<file path="src/t1ec_defs.svh">
`ifndef T1EC_DEFS_SVH
`define T1EC_DEFS_SVH

// ----------------------------------------------------------------------
// register addresses on the parallel control port
// ----------------------------------------------------------------------
`define T1EC_ADDR_LINE_HIGH 8'h23
`define T1EC_ADDR_LINE_LOW 8'h24
`define T1EC_ADDR_SHARED_HIGH 8'h25
`define T1EC_ADDR_PATH_LOW 8'h26
`define T1EC_ADDR_MULTIFRAME_LOW 8'h27

// ----------------------------------------------------------------------
// counter widths and field positions
// ----------------------------------------------------------------------
`define T1EC_LINE_WIDTH 16
`define T1EC_PATH_WIDTH 12
`define T1EC_MULTIFRAME_WIDTH 12
`define T1EC_HIGH_NIBBLE_MSB 11
`define T1EC_HIGH_NIBBLE_LSB 8

// ----------------------------------------------------------------------
// zero run lengths and reset values
// ----------------------------------------------------------------------
`define T1EC_ZERO_RUN_PLAIN 5'h10
`define T1EC_ZERO_RUN_B8ZS 5'h08
`define T1EC_READ_RESET 8'h00
`define T1EC_UNMAPPED_READ 8'h00

`endif

</file>
<file path="src/t1ec_pkg.sv">
`default_nettype none
`include "t1ec_defs.svh"

package t1ec_pkg;

  // ----------------------------------------------------------------------
  // state of the top level
  // ----------------------------------------------------------------------
  typedef struct packed {
    logic [4:0] zero_run;
    logic [`T1EC_LINE_WIDTH-1:0] line_snap;
    logic [`T1EC_PATH_WIDTH-1:0] path_snap;
    logic [`T1EC_MULTIFRAME_WIDTH-1:0] multiframe_snap;
    logic [7:0] rd_data;
    logic rd_valid;
  } t1ec_state_type;

endpackage

`default_nettype wire

</file>
<file path="src/t1ec_sat_counter.sv">
`default_nettype none

module t1ec_sat_counter #(
  parameter int WIDTH = 12
) (
  // clock and reset
  input wire logic clock,
  input wire logic reset,
  // control
  input wire logic restart,
  input wire logic [1:0] inc,
  // value
  output logic [WIDTH-1:0] count
);

  typedef struct packed {
    logic [WIDTH-1:0] count;
  } t1ec_sat_state_type;

  t1ec_sat_state_type state_q;
  t1ec_sat_state_type state_d;
  logic [WIDTH:0] sum;

  // restart drops the old total but keeps this cycle's events
  always_comb begin
    state_d = state_q;
    sum = (restart ? {(WIDTH+1){1'b0}} : {1'b0, state_q.count}) + {{(WIDTH-1){1'b0}}, inc};
    state_d.count = sum[WIDTH] ? {WIDTH{1'b1}} : sum[WIDTH-1:0];
  end

  // plain register of the whole state
  always_ff @(posedge clock) begin
    if (reset) begin
      state_q <= '0;
    end else begin
      state_q <= state_d;
    end
  end

  assign count = state_q.count;
endmodule

`default_nettype wire

</file>
<file path="src/t1ec_error_counters.sv">
// Summary of operation
// - each one second pulse copies totals to readable registers and restarts counting
// - every counter stops at its maximum within a second, never wraps
// - line count is 16 bits, high byte at 0x23, low byte at 0x24
// - with zero suppression on, codeword violations are not counted
// - excess zeros on, suppression off: one count per run of 16 zeros
// - excess zeros on, suppression on: one count per run of 8 zeros
// - line counter keeps counting while sync is lost
// - ESF framing: path counter counts CRC6 errors, Fs option ignored
// - D4 framing: path counter counts Ft errors, plus Fs errors if enabled
// - path counter stops while sync is lost
// - path bits 11..8 in low nibble of 0x25, bits 7..0 at 0x26
// - multiframe bits 11..8 in high nibble of 0x25, bits 7..0 at 0x27
// - mode 1: count multiframes out of sync, only during sync loss
// - mode 0: count Ft (D4) or FPS (ESF) errors, stopped during sync loss
`default_nettype none
`include "t1ec_defs.svh"

module t1ec_error_counters (
  // clock and reset
  input wire logic clock,
  input wire logic reset,
  // configuration levels
  input wire logic excess_zero_count_enable,
  input wire logic receive_zero_suppression_enable,
  input wire logic receive_framing_select,
  input wire logic fs_error_count_enable,
  input wire logic multiframe_counter_mode_select,
  // receive status and timer
  input wire logic receive_sync_lost,
  input wire logic one_second,
  // line events
  input wire logic bipolar_violation,
  input wire logic violation_in_codeword,
  input wire logic bit_strobe,
  input wire logic bit_is_zero,
  // framing events
  input wire logic crc6_error,
  input wire logic ft_error,
  input wire logic fs_error,
  input wire logic fps_error,
  input wire logic multiframe_boundary,
  // parallel port read
  input wire logic rd_strobe,
  input wire logic [7:0] address,
  output logic [7:0] rd_data,
  output logic rd_valid
);

  // ----------------------------------------------------------------------
  // state and event qualification
  // ----------------------------------------------------------------------
  t1ec_pkg::t1ec_state_type state_q;
  t1ec_pkg::t1ec_state_type state_d;
  logic [`T1EC_LINE_WIDTH-1:0] line_count;
  logic [`T1EC_PATH_WIDTH-1:0] path_count;
  logic [`T1EC_MULTIFRAME_WIDTH-1:0] multiframe_count;
  logic [4:0] zero_limit;
  logic zero_hit;
  logic violation_ok;
  logic [1:0] line_inc;
  logic [1:0] path_inc;
  logic [1:0] multiframe_inc;

  // zero run length depends on the line code in use
  assign zero_limit = receive_zero_suppression_enable ? `T1EC_ZERO_RUN_B8ZS : `T1EC_ZERO_RUN_PLAIN;
  // counted once, on the zero that completes the run; longer runs add nothing more
  assign zero_hit = excess_zero_count_enable && bit_strobe && bit_is_zero &&
                    (state_q.zero_run == zero_limit - 5'h01);
  // deliberate codeword violations only matter when the line code uses them
  assign violation_ok = bipolar_violation && !(receive_zero_suppression_enable && violation_in_codeword);
  // the line counter ignores sync loss on purpose
  assign line_inc = {1'b0, violation_ok} + {1'b0, zero_hit};

  // path counter: CRC6 in ESF, framing bits in D4, frozen without sync
  always_comb begin
    path_inc = 2'h0;
    if (!receive_sync_lost) begin
      if (receive_framing_select) begin
        path_inc = {1'b0, crc6_error};
      end else begin
        path_inc = {1'b0, ft_error} + {1'b0, fs_error && fs_error_count_enable};
      end
    end
  end

  // multiframe counter: out of sync multiframes, or F-bit pattern errors
  always_comb begin
    multiframe_inc = 2'h0;
    if (multiframe_counter_mode_select) begin
      multiframe_inc = {1'b0, multiframe_boundary && receive_sync_lost};
    end else if (!receive_sync_lost) begin
      multiframe_inc = {1'b0, receive_framing_select ? fps_error : ft_error};
    end
  end

  // ----------------------------------------------------------------------
  // accumulating counters
  // ----------------------------------------------------------------------
  t1ec_sat_counter #(.WIDTH(`T1EC_LINE_WIDTH)) u_line_counter (
    .clock(clock),
    .reset(reset),
    .restart(one_second),
    .inc(line_inc),
    .count(line_count)
  );

  t1ec_sat_counter #(.WIDTH(`T1EC_PATH_WIDTH)) u_path_counter (
    .clock(clock),
    .reset(reset),
    .restart(one_second),
    .inc(path_inc),
    .count(path_count)
  );

  t1ec_sat_counter #(.WIDTH(`T1EC_MULTIFRAME_WIDTH)) u_multiframe_counter (
    .clock(clock),
    .reset(reset),
    .restart(one_second),
    .inc(multiframe_inc),
    .count(multiframe_count)
  );

  // ----------------------------------------------------------------------
  // zero run tracking, snapshots and read port
  // ----------------------------------------------------------------------
  always_comb begin
    state_d = state_q;
    state_d.rd_valid = 1'b0;
    // run length saturates at the longer limit so it never wraps back into a hit
    if (bit_strobe) begin
      if (!bit_is_zero) begin
        state_d.zero_run = 5'h00;
      end else if (state_q.zero_run != `T1EC_ZERO_RUN_PLAIN) begin
        state_d.zero_run = state_q.zero_run + 5'h01;
      end
    end
    // snapshot holds the completed second; the host has a full second to read
    if (one_second) begin
      state_d.line_snap = line_count;
      state_d.path_snap = path_count;
      state_d.multiframe_snap = multiframe_count;
    end
    // reads see the snapshot as it stood in the request cycle
    if (rd_strobe) begin
      state_d.rd_valid = 1'b1;
      case (address)
        `T1EC_ADDR_LINE_HIGH: begin
          state_d.rd_data = state_q.line_snap[15:8];
        end
        `T1EC_ADDR_LINE_LOW: begin
          state_d.rd_data = state_q.line_snap[7:0];
        end
        `T1EC_ADDR_SHARED_HIGH: begin
          state_d.rd_data = {state_q.multiframe_snap[`T1EC_HIGH_NIBBLE_MSB:`T1EC_HIGH_NIBBLE_LSB],
                             state_q.path_snap[`T1EC_HIGH_NIBBLE_MSB:`T1EC_HIGH_NIBBLE_LSB]};
        end
        `T1EC_ADDR_PATH_LOW: begin
          state_d.rd_data = state_q.path_snap[7:0];
        end
        `T1EC_ADDR_MULTIFRAME_LOW: begin
          state_d.rd_data = state_q.multiframe_snap[7:0];
        end
        default: begin
          state_d.rd_data = `T1EC_UNMAPPED_READ;
        end
      endcase
    end
  end

  // plain register of the whole state
  always_ff @(posedge clock) begin
    if (reset) begin
      state_q <= '0;
    end else begin
      state_q <= state_d;
    end
  end

  assign rd_data = state_q.rd_data;
  assign rd_valid = state_q.rd_valid;

  // plain level, not a sequence, so it can sit inside boolean antecedents
  logic quiet_line;
  assign quiet_line = !one_second && (line_count != 16'hffff);
endmodule

`default_nettype wire

</file>
<file path="config.mk">
export PLATFORM = sky130hd
export DESIGN_NAME = t1ec_error_counters
export DESIGN_NICKNAME = d
export VERILOG_FILES = /design/src/t1ec_pkg.sv /design/src/t1ec_sat_counter.sv /design/src/t1ec_error_counters.sv
export VERILOG_INCLUDE_DIRS = /design/src
export SDC_FILE = /design/constraint.sdc
export NUM_CORES = 1
export LEC_CHECK = 0
export BUFFER_PORTS_ARGS = -buffer_cell sky130_fd_sc_hd__buf_2
export CAP_MARGIN = 20
export CELL_PAD_IN_SITES_DETAIL_PLACEMENT = 1
export CELL_PAD_IN_SITES_GLOBAL_PLACEMENT = 1
export CORE_MARGIN = 2
export CORE_UTILIZATION = 46
export DETAILED_ROUTE_END_ITERATION = 10
export GPL_ROUTABILITY_DRIVEN = 0
export HOLD_SLACK_MARGIN = 0.15
export PLACE_DENSITY_LB_ADDON = 0.1
export SLEW_MARGIN = 10
export SYNTH_ARGS = -nofsm -noshare
export SYNTH_HDL_FRONTEND = slang
export SYNTH_SLANG_ARGS = --single-unit
</file>
<file path="constraint.sdc">
create_clock -name clock -period 2.5 [get_ports clock]
set_input_delay 0.25 -clock clock [delete_from_list [all_inputs] [get_ports clock]]
set_output_delay 0.25 -clock clock [all_outputs]
set_load 0.03 [all_outputs]
</file>
== Yosys cells after proc, flatten, opt, wreduce, memory -nomap -nowiden ==
Index checks and enable logic that the tools add are counted.
Word-level totals
  bits in registers: 94
  bits in latches: 0
  RAM bits: 0
  ROM bits: 0
  input port bits: 27
  output and inout bits: 9
  memories: 0
Cells by class
  add/sub/neg operators: 7
  $mul: 0
  divide/modulo/power cells: 0
  $lt $le $gt $ge: 0
  eq/ne operators: 8
  shifts and indexed selects: 0
  multiplexer cells: 16
  bitwise gates (word level): 0
  reductions and logical operators: 9
Operators by type and width (number)
  12-bit two-way mux: 4
  8-bit by 6-bit == test with 1-bit output, second input constant: 5
  8-bit case mux with 5 select lines: 1
  16-bit two-way mux: 2
  17-bit by 2-bit adder with 17-bit output: 1
  5-bit two-way mux: 3
  13-bit by 1-bit adder with 13-bit output: 1
  13-bit by 2-bit adder with 13-bit output: 1
  1-bit logical AND: 7
  5-bit by 1-bit adder with 5-bit output, second input constant: 1
  5-bit == test: 1
  5-bit inequality test, second input constant: 1
  5-bit by 1-bit subtractor with 5-bit output, second input constant: 1
  1-bit by 1-bit adder with 2-bit output: 2
  1-bit two-way mux: 4
  2-bit two-way mux: 2
  2-bit by 1-bit inequality test with 1-bit output, second input constant: 1
  2-bit AND reduction: 1
  1-bit logical NOT: 1

== Longest topological paths before layout ==
  word-level depth: 7
  depth in mapped cells: 11
  mapped depth without buffers: 11

== Modules after synthesis ==
A second synthesis with hierarchy kept.
Unflattened totals
  cell total of the unflattened synthesis: 511
  area total of the unflattened synthesis: 4877.2 um^2
Modules (own cells, without submodules)
  t1ec_error_counters: times used 1, cells an instance 259, area each 2561.2 um^2
  t1ec_sat_counter (u_multiframe_counter ...): times used 2, cells an instance 74, area each 680.7 um^2
  t1ec_sat_counter (u_line_counter): times used 1, cells an instance 104, area each 954.7 um^2

== Worst setup path after synthesis ==
Ideal clock, no wire load.
  path kind: input to register
  from: input port one_second
  to: register u_path_counter.state_q (netlist bit u_path_counter.count[6])
  library setup time: 116 ps
  arrival time: 2205 ps
  data required time: 2384 ps
  slack: 180 ps
  stages on the path: 10
  buffers on the path: 3
  path through: buf_6 > buf_2 > buf_2 > nor2b_1 > ha_1 > inv_1 > fa_1 > nand4b_1 > o31a_1 > a31o_1
Between the ends
  cells in the longest elaborated chain, start to end: 3
RTL lines
  start: declaration: RTL line t1ec_error_counters.sv:31  | input wire logic one_second,
  12-bit two-way mux: RTL line t1ec_sat_counter.sv:27  | sum = (restart ? {(WIDTH+1){1'b0}} : {1'b0, state_q.count}) + {{(WIDTH-1){1'b0}}, inc};
  13-bit by 2-bit adder with 13-bit output: RTL line t1ec_sat_counter.sv:27
  12-bit two-way mux: RTL line t1ec_sat_counter.sv:28  | state_d.count = sum[WIDTH] ? {WIDTH{1'b1}} : sum[WIDTH-1:0];
  end signal: assignment: RTL line t1ec_sat_counter.sv:36  | state_q <= state_d;
  end: declaration: RTL line t1ec_sat_counter.sv:20  | t1ec_sat_state_type state_q;
No other way between the ends.
A chain may end at the register's enable or synchronous reset.

== Worst setup path after layout ==
  from: register state_q[49] in the netlist's numbering
  to: register u_line_counter.state_q (netlist bit u_line_counter.count[15])
Between the ends
  cells in the longest elaborated chain, start to end: 5
RTL lines
  start: declaration: RTL line t1ec_error_counters.sv:53  | t1ec_pkg::t1ec_state_type state_q;
  start signal: assignment: RTL line t1ec_error_counters.sv:176  | state_q <= state_d;
  5-bit == test: RTL line t1ec_error_counters.sv:69  | (state_q.zero_run == zero_limit - 5'h01);
  1-bit logical AND: RTL line t1ec_error_counters.sv:68  | assign zero_hit = excess_zero_count_enable && bit_strobe && bit_is_zero &&
  1-bit by 1-bit adder with 2-bit output: RTL line t1ec_error_counters.sv:73  | assign line_inc = {1'b0, violation_ok} + {1'b0, zero_hit};
  17-bit by 2-bit adder with 17-bit output: RTL line t1ec_sat_counter.sv:27
  16-bit two-way mux: RTL line t1ec_sat_counter.sv:28
  end signal: assignment: RTL line t1ec_sat_counter.sv:36
  end: declaration: RTL line t1ec_sat_counter.sv:20
No other way between the ends.

==> qor.txt <==
Placed Area - 4810 um2
DRC - 0
EDFF count, synth - 0
First-pass GRT wire length - 18000 um
Overall routing resource usage - 0.221
Async set or reset register ratio after synthesis - 0
Mapped Area - 4540 um2
Post-layout power - 2730 uW
Leakage dissipation - 0.00204 uW
Final Hold Viols - 0
Tmin final - 2.32 ns
Initial Util - 0.469
WL final - 11200 um
Crit path capture type - flip-flop
Critical Setup Path Class - flip-flop to flip-flop
Period utilization - 0.928
Fin Hold WS - 0.213 ns
Max Fclk - 0.431 GHz
Top cells by count, synth - dfxtp_1 (94), nor2_1 (62), mux2i_1 (45), a21oi_1 (27), nand2_1 (27)
Buffers added on ports - 35
Slew of the pin with the lowest slew margin - 0.571 ns
Synth top area share - 0.414
Status - finished, final reports clean
H-tree depth - 3
Vias in the first global route - 3578
Overall via count from detail_route - 3682
Maxcap violations - 0
Die ar. - 10700 um2
CTS Sinks - 94
Nets - 558
Ports - 36
Worst-path clk slew - 0.09 ns
Worst slew margin - 0.615
Total core area - 9680 um2
HP Class - input pin to flip-flop
Worst VDD drop - 0.220 mV
Setup Skew - 0.00370 ns
Count leader, synth - dfxtp_1
# diodes - 0
PwrDens - 541 nW/um2
Largest area contributor in the netlist - dfxtp_1
Die Ht - 103 um
CP Data Arrival Time - 2.60 ns
Clock Latency Late Sink - 0.37 ns
Register area share after synthesis - 0.414
Gr ovfl total - 0
Largest cells by area after synthesis - dfxtp_1 (41%), mux2i_1 (9.9%), nor2_1 (5.1%)
Layout area overhead - 11.2%
Syn_nets - 530
Dominant synthesized flop cell - dfxtp_1
Crit path launch type - flip-flop
CTS Buf Count - 9
Initial antenna violation count - 0
Final Cell Area - 5050 um2
Mean Syn Cell Area - 9.21 um2
Slew Limit Fails - 0
Fraction of layout instances using a drive strength above 1 - 0.154
RSZ-0062 raised after global routing - no
WP data required - 2.78 ns
Iter 0 DRT Violations - 124
Clock tree from TritonCTS - done
Largest net degree at the start of global routing - 54
Antenna-violating nets left - 0
Yosys reg bits - 94
Dpl hpwl - 7990 um
Avg Vias per Cell - 5.59
Post-synth cell types - 62
WL/cell - 17.0 um
Die W - 103 um
Clk buf depth - 2
First-pass DRT Iterations - 4
Post-Synthesis Cells - 493
Yosys warns - 0
Fill cell count - 1139
Rows - 36
Crit-path max FO - 6
Fin util - 0.521
Final setup fails - 0
Root Driver - clkbuf_8
## layout by cell type, fill, tap and decap left out, drive strengths merged, types with 13 or more instances in the layout
cell / count
nor3: 13
buf: 46
nand2: 27
clkbuf: 13
xnor2: 16
nor2b: 18
mux2i: 45
nor2: 63
dfxtp: 94
a21oi: 27
inv: 18
a22oi: 13
nand3: 15
## where the power goes
part | internal, uW | total [uW] | switching [uW] | leakage [uW]
Clock | 517 | 1040 | 526 | 0.0000996
Combinational | 67.7 | 176 | 109 | 0.00118
Sequential | 1510 | 1510 | 7.62 | 0.000758
Total | 2090 | 2730 | 642 | 0.00204
## final timing paths
path / start / to / slack [ns] / cells past startpoint
setup / recovery: state_q[49]$_SDFFE_PP0P_ / u_line_counter.count[15]$_SDFF_PP0_ / 0.18 / 9
hold / removal: address[4] / rd_data[2]$_SDFFE_PP0P_ / 0.21 / 4
setup reg to reg: state_q[49]$_SDFFE_PP0P_ / u_line_counter.count[15]$_SDFF_PP0_ / 0.18 / 9
hold reg to reg: rd_data[5]$_SDFFE_PP0P_ / rd_data[5]$_SDFFE_PP0P_ / 0.46 / 1
## critical path, cell delays in order (launching register included)
cell and delay (ns):
dfxtp_1 0.39, ha_1 0.24, nand3_1 0.11, nor3_2 0.21, fa_2 0.27, buf_4 0.12, nand4_1 0.18, nor2_1 0.34
a31oi_1 0.13, a311oi_1 0.24
## routing by layer
layer / track usage / up-vias / part of all wire
met5: 0 / - / 0
met4: 0.0830 / 0 / 0.016
met1: 0.292 / 1796 / 0.47
met2: 0.370 / 56 / 0.49
met3: 0.0282 / 12 / 0.024
li1: - / 1818 / -
## cell families after synthesis
| kind of cell | share of synthesized area |
|---|---|
| AND/OR/NAND/NOR | 0.214 |
| flip-flops | 0.414 |
| AO/OA/AOI/OAI | 0.134 |
| multiplexers | 0.119 |
| buffers and inverters | 0.0510 |
| XOR/XNOR | 0.0366 |
| adder cells (fa/ha/maj) | 0.0309 |
## flip-flops by register name, indices dropped and copies added, names as in the netlist
name / cells
u_line_counter.count: 16
u_multiframe_counter.count: 12
u_path_counter.count: 12
rd_valid: 1
state_q: 45
rd_data: 8
## what timing repair did
action                                  in CTS  in global routing
endpoints found under the hold margin        1                  0
endpoints found under the setup margin       0                 16
buffers inserted                             0                  1
hold buffers                                 1                  0
gates resized for setup                      0                  5
## metrics by stage
step	worst slack, ns	setup TNS (ns)	instances
final	0.181	0	659
after global routing	0.00509	0	659
after CTS	0.0467	0	658
after detailed placement	-0.109	-0.646	641
after global placement	0.0254	0	641
after floorplan	0.180	0	493
## layout make-up
class	instances	area (um2)	area share
clock buffers	13	159	0.0315
inverters	18	67.6	0.0134
flip-flops and latches	94	1880	0.373
clock inverters	3	42.5	0.00843
repair buffers	47	280	0.0555
multi-input cells	351	2450	0.486
well taps	133	166	0.0330
No activity file was read; power rests on OpenSTA's default activity.
